<file path="src/verilog/lic_defs.svh">
// Offsets, field positions, reset values and timing counts of the block
`ifndef LIC_DEFS_SVH
`define LIC_DEFS_SVH

// Register indices; byte address is four times the index
`define LIC_CTRL_IDX      14'h0101
`define LIC_STAT_IDX      14'h0102

`define LIC_CTRL_RESET    8'h00
`define LIC_STAT_ZERO     4'h0

// Control field positions
`define LIC_FORCE_SIGNAL_LOSS_PATTERN_BIT 7
`define LIC_SR_BIT        6
`define LIC_LOOP_HI       5
`define LIC_LOOP_LO       4
`define LIC_ENC_DIS_BIT   1
`define LIC_DEC_DIS_BIT   0

// Loopback codes
`define LIC_LOOP_NONE     2'h0
`define LIC_LOOP_LOCAL    2'h1
`define LIC_LOOP_REMOTE   2'h2
`define LIC_LOOP_PAYLOAD  2'h3

// Transmit symbol codes and the eight-zero substitution, oldest first
`define LIC_SYM_ZERO      2'h0
`define LIC_SYM_MARK      2'h1
`define LIC_SYM_VIOL      2'h2
`define LIC_SUB_PATTERN   16'h0249
`define LIC_WIN_ZERO      16'h0000

// Clock cycles per line bit
`define LIC_BIT_DIV       6
`define LIC_BUF_DEPTH     2
`define LIC_BUF_WIDTH     1

`endif

</file>
<file path="src/verilog/lic_pkg.sv">
// Types shared by the line interface control block
package lic_pkg;

    typedef struct packed {
        logic pos;
        logic neg;
    } lic_rails_t;

    typedef lic_rails_t [7:0] lic_win_t;

    typedef struct packed {
        logic       force_signal_loss_pattern;
        logic       single_rail_select;
        logic [1:0] framer_loopback_select;
        logic [1:0] spare;
        logic       tx_zero_sub_encoder_disable;
        logic       rx_zero_sub_decoder_disable;
    } lic_ctrl_t;

endpackage

</file>
<file path="src/verilog/lic_top.sv">
// Line interface control: register, loopbacks, zero-substitution line code
//
// Behaviour
// - Control bit 7 set sends the loss-of-signal pattern; clear sends traffic.
// - Bit 6: 0 dual rail, 1 single rail; only with interface unit single rail.
// - Loopback 01 returns transmit PCM input onto the receive PCM output.
// - Loopback 01 ignores the receive line pair and transmits all ones.
// - Loopback 10 returns decoded line data to the line, bypassing framing.
// - Loopback 11 sends received time slots to transmit framer, transmit timing.
// - Bit 1: 0 enables transmit zero substitution, 1 disables it.
// - Transmit encoder disabled means plain AMI on the line.
// - Bit 0: 0 enables receive zero-substitution decoding, 1 disables it.
// - Receive decoder disabled means incoming signal is read as plain AMI.
`include "lic_defs.svh"

module lic_top #(
    parameter int unsigned BIT_DIV   = `LIC_BIT_DIV,
    parameter int unsigned BUF_DEPTH = `LIC_BUF_DEPTH,
    parameter int unsigned BUF_WIDTH = `LIC_BUF_WIDTH
) (
    input  wire logic               clk_i,
    input  wire logic               rst_i,
    input  wire logic               wb_cyc_i,
    input  wire logic               wb_stb_i,
    input  wire logic               wb_we_i,
    input  wire logic [15:0]        wb_adr_i,
    input  wire logic [3:0]         wb_sel_i,
    input  wire logic [31:0]        wb_dat_i,
    output logic      [31:0]        wb_dat_o,
    output logic                    wb_ack_o,
    input  wire logic               tx_pcm_valid_i,
    input  wire logic [BUF_WIDTH-1:0] tx_pcm_data_i,
    output logic                    tx_pcm_ready_o,
    output logic                    rx_pcm_valid_o,
    output logic [BUF_WIDTH-1:0]    rx_pcm_data_o,
    input  wire lic_pkg::lic_rails_t receive_line_pair_i,
    output lic_pkg::lic_rails_t     transmit_line_pair_o
);
    import lic_pkg::*;

    localparam int unsigned PW = (BUF_DEPTH > 1) ? $clog2(BUF_DEPTH) : 1;
    localparam int unsigned CW = $clog2(BUF_DEPTH + 1);

    ////////////////////////////////////////////////////////////////////////
    // Functions

    function automatic logic lic_mark(input lic_rails_t r);
        lic_mark = r.pos | r.neg;
    endfunction

    // Window oldest in slot 7: 0 0 0 V B 0 V B
    function automatic logic lic_sub_hit(input lic_win_t w,
                                         input logic     prev_pol);
        logic shape;
        logic pols;
        shape = ~lic_mark(w[7]) & ~lic_mark(w[6]) & ~lic_mark(w[5]) &
                lic_mark(w[4]) & lic_mark(w[3]) & ~lic_mark(w[2]) &
                lic_mark(w[1]) & lic_mark(w[0]);
        pols  = (w[4].pos == prev_pol) & (w[3].pos != w[4].pos) &
                (w[1].pos == w[3].pos) & (w[0].pos != w[1].pos);
        lic_sub_hit = shape & pols;
    endfunction

    ////////////////////////////////////////////////////////////////////////
    // Declarations

    lic_ctrl_t              ctrl;
    lic_ctrl_t              next_ctrl;
    logic [7:0]             div_cnt;
    logic                   bit_en;
    lic_rails_t             rx_s1;
    lic_rails_t             rx_s2;
    lic_rails_t             rx_s3;
    lic_rails_t             rx_line;
    lic_win_t               rx_win;
    lic_win_t               next_rx_win;
    lic_rails_t             rx_in;
    lic_rails_t             rx_leave;
    logic                   rx_last_pol;
    logic                   rx_prev_pol;
    logic                   rx_hit;
    logic                   rx_bit;
    logic [15:0]            tx_win;
    logic [15:0]            next_tx_win;
    logic [1:0]             tx_leave;
    logic                   tx_last_pol;
    logic                   tx_pol;
    logic                   tx_bit;
    logic [BUF_WIDTH-1:0]   buf_mem [BUF_DEPTH];
    logic [PW-1:0]          wr_ptr;
    logic [PW-1:0]          rd_ptr;
    logic [CW-1:0]          buf_cnt;
    logic [CW-1:0]          next_buf_cnt;
    logic                   push;
    logic                   push_ok;
    logic [BUF_WIDTH-1:0]   push_data;
    logic                   pop;
    logic [BUF_WIDTH-1:0]   pop_data;
    logic                   req;
    logic                   hit_ctrl;
    logic                   hit_stat;
    logic [7:0]             status;
    logic [1:0]             loop;

    ////////////////////////////////////////////////////////////////////////
    // Wishbone slave, one wait state: ack the cycle after the request

    assign req      = wb_cyc_i & wb_stb_i & ~wb_ack_o;
    assign hit_ctrl = wb_adr_i[15:2] == `LIC_CTRL_IDX;
    assign hit_stat = wb_adr_i[15:2] == `LIC_STAT_IDX;
    assign status   = {`LIC_STAT_ZERO, rx_last_pol, tx_last_pol,
                       2'(buf_cnt)};

    always_comb begin
        next_ctrl = ctrl;
        if (req && wb_we_i && hit_ctrl && wb_sel_i[0]) begin
            next_ctrl = lic_ctrl_t'(wb_dat_i[7:0]);
        end
    end

    always_ff @(posedge clk_i) begin
        if (rst_i) begin
            ctrl <= lic_ctrl_t'(`LIC_CTRL_RESET);
        end else begin
            ctrl <= next_ctrl;
        end
    end

    always_ff @(posedge clk_i) begin
        if (rst_i) begin
            wb_ack_o <= 1'b0;
            wb_dat_o <= 32'h0000_0000;
        end else begin
            wb_ack_o <= req;
            if (req && !wb_we_i && hit_ctrl) begin
                wb_dat_o <= {24'h00_0000, ctrl};
            end else if (req && !wb_we_i && hit_stat) begin
                wb_dat_o <= {24'h00_0000, status};
            end else begin
                // Unmapped reads answer zero, writes are dropped
                wb_dat_o <= 32'h0000_0000;
            end
        end
    end

    assign loop = ctrl.framer_loopback_select;

    ////////////////////////////////////////////////////////////////////////
    // Line bit rate enable

    always_ff @(posedge clk_i) begin
        if (rst_i) begin
            div_cnt <= 8'h00;
            bit_en  <= 1'b0;
        end else if (div_cnt == 8'(BIT_DIV - 1)) begin
            div_cnt <= 8'h00;
            bit_en  <= 1'b1;
        end else begin
            div_cnt <= div_cnt + 8'h01;
            bit_en  <= 1'b0;
        end
    end

    ////////////////////////////////////////////////////////////////////////
    // Receive pins: three stages, a change counts when stages two and three
    // agree, which rejects a single sampled glitch

    always_ff @(posedge clk_i) begin
        if (rst_i) begin
            rx_s1   <= '0;
            rx_s2   <= '0;
            rx_s3   <= '0;
            rx_line <= '0;
        end else begin
            rx_s1 <= receive_line_pair_i;
            rx_s2 <= rx_s1;
            rx_s3 <= rx_s2;
            if (rx_s2 == rx_s3) begin
                rx_line <= rx_s2;
            end
        end
    end

    ////////////////////////////////////////////////////////////////////////
    // Receive decoder: eight-bit window, so data lags the line by 8 bits

    always_comb begin
        rx_in = rx_line;
        if (loop == `LIC_LOOP_LOCAL) begin
            rx_in = '0;
        end else if (ctrl.single_rail_select) begin
            rx_in = '{pos: rx_line.pos, neg: 1'b0};
        end
    end

    assign rx_leave    = rx_win[7];
    assign rx_bit      = lic_mark(rx_leave);
    assign rx_prev_pol = rx_bit ? rx_leave.pos : rx_last_pol;
    assign rx_hit      = ~ctrl.single_rail_select &
                         ~ctrl.rx_zero_sub_decoder_disable &
                         lic_sub_hit(next_rx_win, rx_prev_pol);

    always_comb begin
        next_rx_win = {rx_win[6:0], rx_in};
    end

    always_ff @(posedge clk_i) begin
        if (rst_i) begin
            rx_win      <= '0;
            rx_last_pol <= 1'b0;
        end else if (bit_en) begin
            if (rx_hit) begin
                // Substituted zeros; polarity carries on from the last B
                rx_win      <= '0;
                rx_last_pol <= next_rx_win[0].pos;
            end else begin
                rx_win <= next_rx_win;
                if (rx_bit) begin
                    rx_last_pol <= rx_leave.pos;
                end
            end
        end
    end

    ////////////////////////////////////////////////////////////////////////
    // Two-entry transmit buffer; in payload loopback the received bits fill
    // it, and a full buffer pops on that same bit, so none are dropped

    always_comb begin
        if (loop == `LIC_LOOP_PAYLOAD) begin
            push      = bit_en;
            push_data = BUF_WIDTH'(rx_bit);
        end else begin
            push      = tx_pcm_valid_i & tx_pcm_ready_o;
            push_data = tx_pcm_data_i;
        end
    end

    assign pop      = bit_en & (buf_cnt != '0) &
                      (loop != `LIC_LOOP_REMOTE);
    assign pop_data = buf_mem[rd_ptr];
    assign push_ok  = push & ((buf_cnt != CW'(BUF_DEPTH)) | pop);

    always_comb begin
        next_buf_cnt = buf_cnt;
        if (push_ok && !pop) begin
            next_buf_cnt = buf_cnt + CW'(1);
        end else if (pop && !push_ok) begin
            next_buf_cnt = buf_cnt - CW'(1);
        end
    end

    always_ff @(posedge clk_i) begin
        if (push_ok) begin
            buf_mem[wr_ptr] <= push_data;
        end
    end

    always_ff @(posedge clk_i) begin
        if (rst_i) begin
            wr_ptr         <= '0;
            rd_ptr         <= '0;
            buf_cnt        <= '0;
            tx_pcm_ready_o <= 1'b0;
        end else begin
            if (push_ok) begin
                wr_ptr <= (wr_ptr == PW'(BUF_DEPTH - 1)) ? '0 :
                          wr_ptr + PW'(1);
            end
            if (pop) begin
                rd_ptr <= (rd_ptr == PW'(BUF_DEPTH - 1)) ? '0 :
                          rd_ptr + PW'(1);
            end
            buf_cnt        <= next_buf_cnt;
            // Backplane stalls while full or while payload loop owns the fill
            tx_pcm_ready_o <= (next_buf_cnt != CW'(BUF_DEPTH)) &&
                (next_ctrl.framer_loopback_select != `LIC_LOOP_PAYLOAD);
        end
    end

    ////////////////////////////////////////////////////////////////////////
    // Receive PCM output

    always_ff @(posedge clk_i) begin
        if (rst_i) begin
            rx_pcm_valid_o <= 1'b0;
            rx_pcm_data_o  <= '0;
        end else begin
            rx_pcm_valid_o <= 1'b0;
            if (loop == `LIC_LOOP_LOCAL) begin
                if (pop) begin
                    rx_pcm_valid_o <= 1'b1;
                    rx_pcm_data_o  <= pop_data;
                end
            end else if (loop != `LIC_LOOP_REMOTE && bit_en) begin
                rx_pcm_valid_o <= 1'b1;
                rx_pcm_data_o  <= BUF_WIDTH'(rx_bit);
            end
        end
    end

    ////////////////////////////////////////////////////////////////////////
    // Transmit encoder: same eight-bit window, violations carry the polarity
    // of the previous mark

    always_comb begin
        case (loop)
            `LIC_LOOP_LOCAL:  tx_bit = 1'b1;
            `LIC_LOOP_REMOTE: tx_bit = rx_bit;
            default:          tx_bit = pop & pop_data[0];
        endcase
    end

    always_comb begin
        next_tx_win = {tx_win[13:0],
                       tx_bit ? `LIC_SYM_MARK : `LIC_SYM_ZERO};
        if (!ctrl.single_rail_select &&
            !ctrl.tx_zero_sub_encoder_disable &&
            next_tx_win == `LIC_WIN_ZERO) begin
            next_tx_win = `LIC_SUB_PATTERN;
        end
    end

    assign tx_leave = tx_win[15:14];
    assign tx_pol   = (tx_leave == `LIC_SYM_VIOL) ? tx_last_pol :
                      ~tx_last_pol;

    always_ff @(posedge clk_i) begin
        if (rst_i) begin
            tx_win               <= `LIC_WIN_ZERO;
            tx_last_pol          <= 1'b0;
            transmit_line_pair_o <= '0;
        end else if (bit_en) begin
            tx_win <= next_tx_win;
            if (tx_leave != `LIC_SYM_ZERO) begin
                tx_last_pol <= tx_pol;
            end
            if (ctrl.force_signal_loss_pattern) begin
                transmit_line_pair_o <= '0;
            end else if (ctrl.single_rail_select) begin
                transmit_line_pair_o <= '{pos: tx_leave != `LIC_SYM_ZERO,
                                           neg: 1'b0};
            end else if (tx_leave == `LIC_SYM_ZERO) begin
                transmit_line_pair_o <= '0;
            end else begin
                transmit_line_pair_o <= '{pos: tx_pol, neg: ~tx_pol};
            end
        end
    end

endmodule
</file>
<file path="config.mk">
export PLATFORM = sky130hd
export DESIGN_NAME = lic_top
export DESIGN_NICKNAME = d
export VERILOG_FILES = /design/src/verilog/lic_pkg.sv /design/src/verilog/lic_top.sv
export VERILOG_INCLUDE_DIRS = /design/src /design/src/verilog
export SDC_FILE = /design/constraint.sdc
export NUM_CORES = 1
export LEC_CHECK = 0
export ABC_AREA = 1
export BUFFER_PORTS_ARGS = -buffer_cell sky130_fd_sc_hd__clkbuf_2
export CAP_MARGIN = 20
export CORE_UTILIZATION = 53
export CTS_BUF_LIST = sky130_fd_sc_hd__clkbuf_2 sky130_fd_sc_hd__clkbuf_4 sky130_fd_sc_hd__clkbuf_8
export DETAILED_ROUTE_END_ITERATION = 7
export GPL_TIMING_DRIVEN = 1
export PLACE_DENSITY_LB_ADDON = 0.08
export SYNTH_ARGS = -nofsm -noshare
export SYNTH_HDL_FRONTEND = slang
export SYNTH_SLANG_ARGS = --single-unit
</file>
<file path="constraint.sdc">
create_clock -name clk_i -period 3.4 [get_ports clk_i]
set_clock_uncertainty 0.15 [all_clocks]
set_input_delay 0.68 -clock clk_i [delete_from_list [all_inputs] [get_ports clk_i]]
set_output_delay 0.68 -clock clk_i [all_outputs]
set_load 0.01 [all_outputs]
</file>
==> impl_metrics.ini, run 1 <==
[timing]
finalSetupTns_ps = 0
slew_violations = 0
period_minus_slack_ps = 1880
fmax_mhz = 531
grt_setup_unrepaired = no
relSlewSlack = 0.575
period_share = 0.554
setup_viol = 0
hold_viol = 0
worstMarginPinSlew_ps = 637

[synth]
ys_ff_latch = 79
synth-warning-count = 0
ys_seq_area_frac = 0.451
synth_edf_count = 2
yosysUniqueCellTypes = 34
syn_area_um2 = 3550
syn-mean-instance-area_um2 = 7.76
synth_area_leaders = dfxtp_1 (43%), nor2_1 (7.0%), inv_1 (6.2%)
synth_top_area_frac = 0.434
syn_inst = 458
ys.flop_type = dfxtp_1
synth-async-reset-ratio = 0
synth_top_cell_by_area = dfxtp_1

[layout]
nFillCells = 638
nNetsFinal = 570
final_util = 0.614
antenna_cells = 0
syn_to_final_growth_pct = 11.0
final_common_cell = dfxtp_1
final_cell_mix = dfxtp_1 (76), nor2_1 (66), inv_1 (59)
drive_above_1_share = 0.179

[grt]
grt_pass1_wl_um = 11500
gr-max-usage-layer = met2
grt_util_all_layers = 0.209
grtUsageMet3 = 0.0534
first_global_vias = 2614
antenna_found_initial = 0
grt_use_met2 = 0.333
grt_max_degree = 35
use_met1 = 0.263
grt_overflow_total = 0

[hold_path]
hp-start = rx_s1[0]
min_path_type = flip-flop to flip-flop

[floorplanning]
io_pins = 99
core_um2 = 6420
start_util = 0.553
row_count = 29
die-width_um = 83.9
die_y_um = 83.9
dieArea_um2 = 7040

[cts]
cts_made_buffers = 9
h-tree-depth = 3
clk_pin_slew_ps = 80
postCtsSetupBuffers = 0
clockBufferDepth = 2
insertion_delay_ps = 360
clock_sinks = 79
hold_buffers = 0
cts_resized = 0
cts-root-buf = clkbuf_8
cts_tree = built

[route]
ant_nets = 0
first_iter_violations = 84
drtPass1Iterations = 6
via_per_inst = 4.97
drc_errors = 10
vias = 2900
wire_per_inst_um = 11.7
wirelength_um = 6810

[worst_setup_path]
critPathMaxFanout = 34
crit_start = bit_en
crit_type = flip-flop to flip-flop
critPathCaptureType = flip-flop
cp.required_ps = 3480
crit_path_start_kind = flip-flop
r2r-start = bit_en
arrival_ps = 1970

[pwr]
irDropWorstVdd_mv = 0.257
powerDensity_nw_per_um2 = 461
power.leakage_nw = 1.71

[place]
portBuffers = 45
place_congestion = 0.780
hpwl_um = 4900

[flow_run]
drv_cap = 0

[outcome]
status = finished with violations
violations = design-rule violations
-- per-layer routing --
layer	routed length (um)	part of all wire
met5	0	0
met4	154	0.023
met3	243	0.036
met2	3160	0.46
met1	3250	0.48
-- cell usage after synthesis (2+ instances only) --
cell	n
nand3_1	23
nor3_1	3
nand3_2	4
nand2_2	2
buf_6	2
buf_2	6
nor2_2	4
edfxtp_1	2
inv_2	4
o21ai_0	33
ha_1	7
a211oi_1	3
o22ai_1	4
xor2_1	2
clkbuf_1	5
nor2_1	66
a21oi_1	42
a211oi_2	6
buf_4	24
nor2_4	2
xnor2_1	3
dfxtp_1	77
inv_1	59
nand2_1	54
nor3b_1	2
nand4_1	9
o21ai_1	3
-- per-stage QoR --
stage	power (W)	instance area [um2]	worst slack, ps	hold WS, ps	cells
after floorplan	0.00108	3640	1710	238	481
after global placement	0.00109	3730	1430	245	568
after detailed placement	0.00110	3730	1390	245	568
after CTS	0.00183	3950	1510	253	584
after global routing	0.00190	3950	1400	265	584
final	0.00182	3950	1520	255	584
-- registers in the layout, summed over array words and instances, names as in the netlist, 2 cells and up, named ones only --
signal,flops
tx_win,15
next_rx_win,14
div_cnt,8
wb_dat_o,8
ctrl,6
buf_cnt,2
buf_mem,2
loop,2
rx_leave,2
rx_line,2
rx_s1,2
rx_s2,2
rx_s3,2
transmit_line_pair_o,2
-- power breakdown --
group	leakage [nW]	total, W	switching, W	internal, W
Sequential	0.642	0.000959	0.0000123	0.000946
Combinational	0.962	0.000114	0.0000734	0.0000403
Clock	0.107	0.000746	0.000360	0.000386
Total	1.71	0.00182	0.000446	0.00137
-- kinds of logic (layout without fill, tap and decap cells) --
family                     after synthesis  count (layout)  synth area share
adders and majority gates                7               7            0.0246
DFF                                     79              79             0.451
AOI/OAI and AO/OA                       91              91             0.144
other                                    1              24           0.00105
buffers and inverters                  102             128             0.140
xor gates and xnor gates                 5               5            0.0123
and+or+nand+nor                        173             173             0.227
-- critical path, stage by stage (launching register included) --
cell     delay, ps
dfxtp_2        740
nand2_4        140
nor2_8         150
nand3_1         80
o21ai_1        180
nor2_1         140
nor2_1         120
nor2_1          50
-- layout make-up --
cell class / count / area, um2 / area share
inverter: 64 / 243 / 0.0615
multi-input combinational: 300 / 1540 / 0.391
clock inverter: 5 / 63.8 / 0.0162
clock buffer: 11 / 151 / 0.0384
sequential: 79 / 1600 / 0.406
timing repair buffer: 48 / 248 / 0.0628
tap: 77 / 96.3 / 0.0244
-- final timing paths --
kind                                  end  slack (ps)  depth (start not counted)
worst min-delay path             rx_s2[0]         250                          2
worst max-delay path            tx_win[6]        1520                          7
worst max register to register  tx_win[6]        1520                          7
worst min register to register   rx_s2[0]         250                          2
No activity file was read; power rests on OpenSTA's default activity.
==> run 2: changes to the inputs <==
==> constraint.sdc (replaced) <==
create_clock -name clk_i -period 1.75 [get_ports clk_i]
set_clock_uncertainty 0.15 [all_clocks]
set_input_delay 0.35 -clock clk_i [delete_from_list [all_inputs] [get_ports clk_i]]
set_output_delay 0.35 -clock clk_i [all_outputs]
set_load 0.01 [all_outputs]
==> impl_metrics.ini, run 2 (synthesized netlist as in run 1, its figures left out) <==
[floorplanning]
dieArea_um2 = 7040
die-width_um = 83.9
row_count = 29
die_y_um = 83.9
core_um2 = 6420
io_pins = 99
start_util = 0.553

[worst_setup_path]
arrival_ps = 1670
crit_path_top_delay_cell = dfxtp_2
crit_type = flip-flop to flip-flop
crit_family = simple AND/OR/NAND/NOR gates
crit_path_start_kind = flip-flop
reg2reg_depth = 10
r2r_end = tx_win[9]
critical-path-max-stage-delay_ps = 350
worst-r2r-setup-slack_ps = 160
critPathMostFrequentCell = nor2_1
critPathMaxFanout = 5
worst-path-buf-inv = 2
cp.required_ps = 1840
r2r-start = loop[0]
cp_cell_sequence = inv_1 > ha_1 > inv_2 > nand2_4 > nor2_8 > nand3_1 > o21ai_2 > nor2_2 > nor2_1 > nor2_1
critPathCaptureType = flip-flop
crit_start = loop[0]

[flow_run]
drv_cap = 0

[layout]
syn_to_final_growth_pct = 12.6
antenna_cells = 0
largest_reg_flops = 15
largest-register = tx_win
nNetsFinal = 577
final_common_cell = dfxtp_1
drive_above_1_share = 0.206
final_util = 0.623
layoutNonFillerInstCount = 591
final_cell_mix = dfxtp_1 (74), nor2_1 (64), inv_1 (58)

[place]
dp_cells = 574
hpwl_um = 4880
portBuffers = 45
pre_cts_slack_ps = -13.4
place_congestion = 0.802

[timing]
period_share = 0.907
period_minus_slack_ps = 1590
grt_setup_unrepaired = no
hold_viol = 0
setup_viol = 0
worst_slack_ps = 163
slew_violations = 0
fmax_mhz = 630

[pwr]
powerDensity_nw_per_um2 = 827
power.leakage_nw = 1.74
irDropWorstVdd_mv = 0.628

[route]
wire_per_inst_um = 11.2
first_iter_violations = 143
drtPass1Iterations = 6
vias = 2841
wirelength_um = 6610
drc_errors = 10
ant_nets = 0
via_per_inst = 4.81

[hold_path]
hp-start = receive_line_pair_i[0]
min_path_type = input pin to flip-flop
min_to = rx_s1[0]
holdPathStages = 3

[grt]
first_global_vias = 2658
grt_max_degree = 32
grt_pass1_wl_um = 11600
grt_overflow_total = 0
grt_util_all_layers = 0.207
antenna_found_initial = 0

[outcome]
violations = design-rule violations
status = finished with violations

[cts]
cts-root-buf = clkbuf_8
insertion_delay_ps = 350
cts_tree = built
clockBufferDepth = 2
cts_made_buffers = 9
h-tree-depth = 3
clock_sinks = 79
clk_pin_slew_ps = 80
==> run 2: changes by cell type in the layout (fill, tap and decap cells not counted), moves of 2 or more <==
cell | before | now
nor2_1 | 66 | 64
buf_4 | 3 | 9
clkinv_2 | 0 | 2
inv_6 | 2 | 0
dfxtp_1 | 76 | 74
dfxtp_2 | 1 | 3
nor2_2 | 4 | 6
==> run 2: stage by stage <==
stage | area [um2] | power [W] | TNS, ps | hold WS [ps]
2_1_floorplan | 3640 | 0.00209 | 0 | 238
3_3_place_gp | 3790 | 0.00213 | -5.62 | 241
3_5_place_dp | 3790 | 0.00213 | -33.1 | 246
4_1_cts | 3970 | 0.00335 | 0 | 7.54
5_1_grt | 4000 | 0.00347 | 0 | 32.1
6_report | 4000 | 0.00331 | 0 | 26.4
==> run 2: worst reg2reg max path: stages, from the launching register on <==
cell and delay, ps:
dfxtp_2 350, inv_1 60, ha_1 200, inv_2 80, nand2_4 70, nor2_8 120
nand3_1 100, o21ai_2 120, nor2_2 90, nor2_1 90, nor2_1 40
==> run 2: power breakdown <==
group	internal [W]	switching (W)	leakage [nW]
clock	0.000566	0.000648	0.0887
sequential	0.00184	0.0000206	0.643
combinational	0.0000884	0.000147	1.00
==> run 2: how the worst max path moves through the flow <==
| stage | depth (start not counted) | to |
|---|---|---|
| floorplan | 10 | tx_win[3] |
| finish | 10 | tx_win[9] |
| CTS | 8 | next_rx_win[3] |
| detailed placement | 10 | tx_win[9] |
| global route | 10 | tx_win[6] |
| global placement | 10 | tx_win[9] |
==> run 2: repair_timing <==
item	CTS	global route
setup buffers	0	1
hold buffers	0	0
setup endpoints to repair	3	13
endpoints found under the hold margin	0	0
resized for setup	1	8
pin swaps	0	1
==> run 2: routing by layer <==
layer / global-route usage / share of wire / vias to the layer above
li1: - / - / 1530
met1: 0.256 / 0.49 / 1261
met2: 0.339 / 0.46 / 40
met3: 0.0554 / 0.029 / 10
met4: 0.0878 / 0.017 / 0
met5: 0 / 0 / -
==> run 2: final cells by class <==
cell class | count | area (um2)
inverters | 64 | 243
clock buffers | 11 | 145
clock inverters | 5 | 33.8
flip-flops and latches | 79 | 1610
repair buffers | 55 | 313
multi-input cells | 300 | 1570
fillers | 593 | 2420
well taps | 77 | 96.3
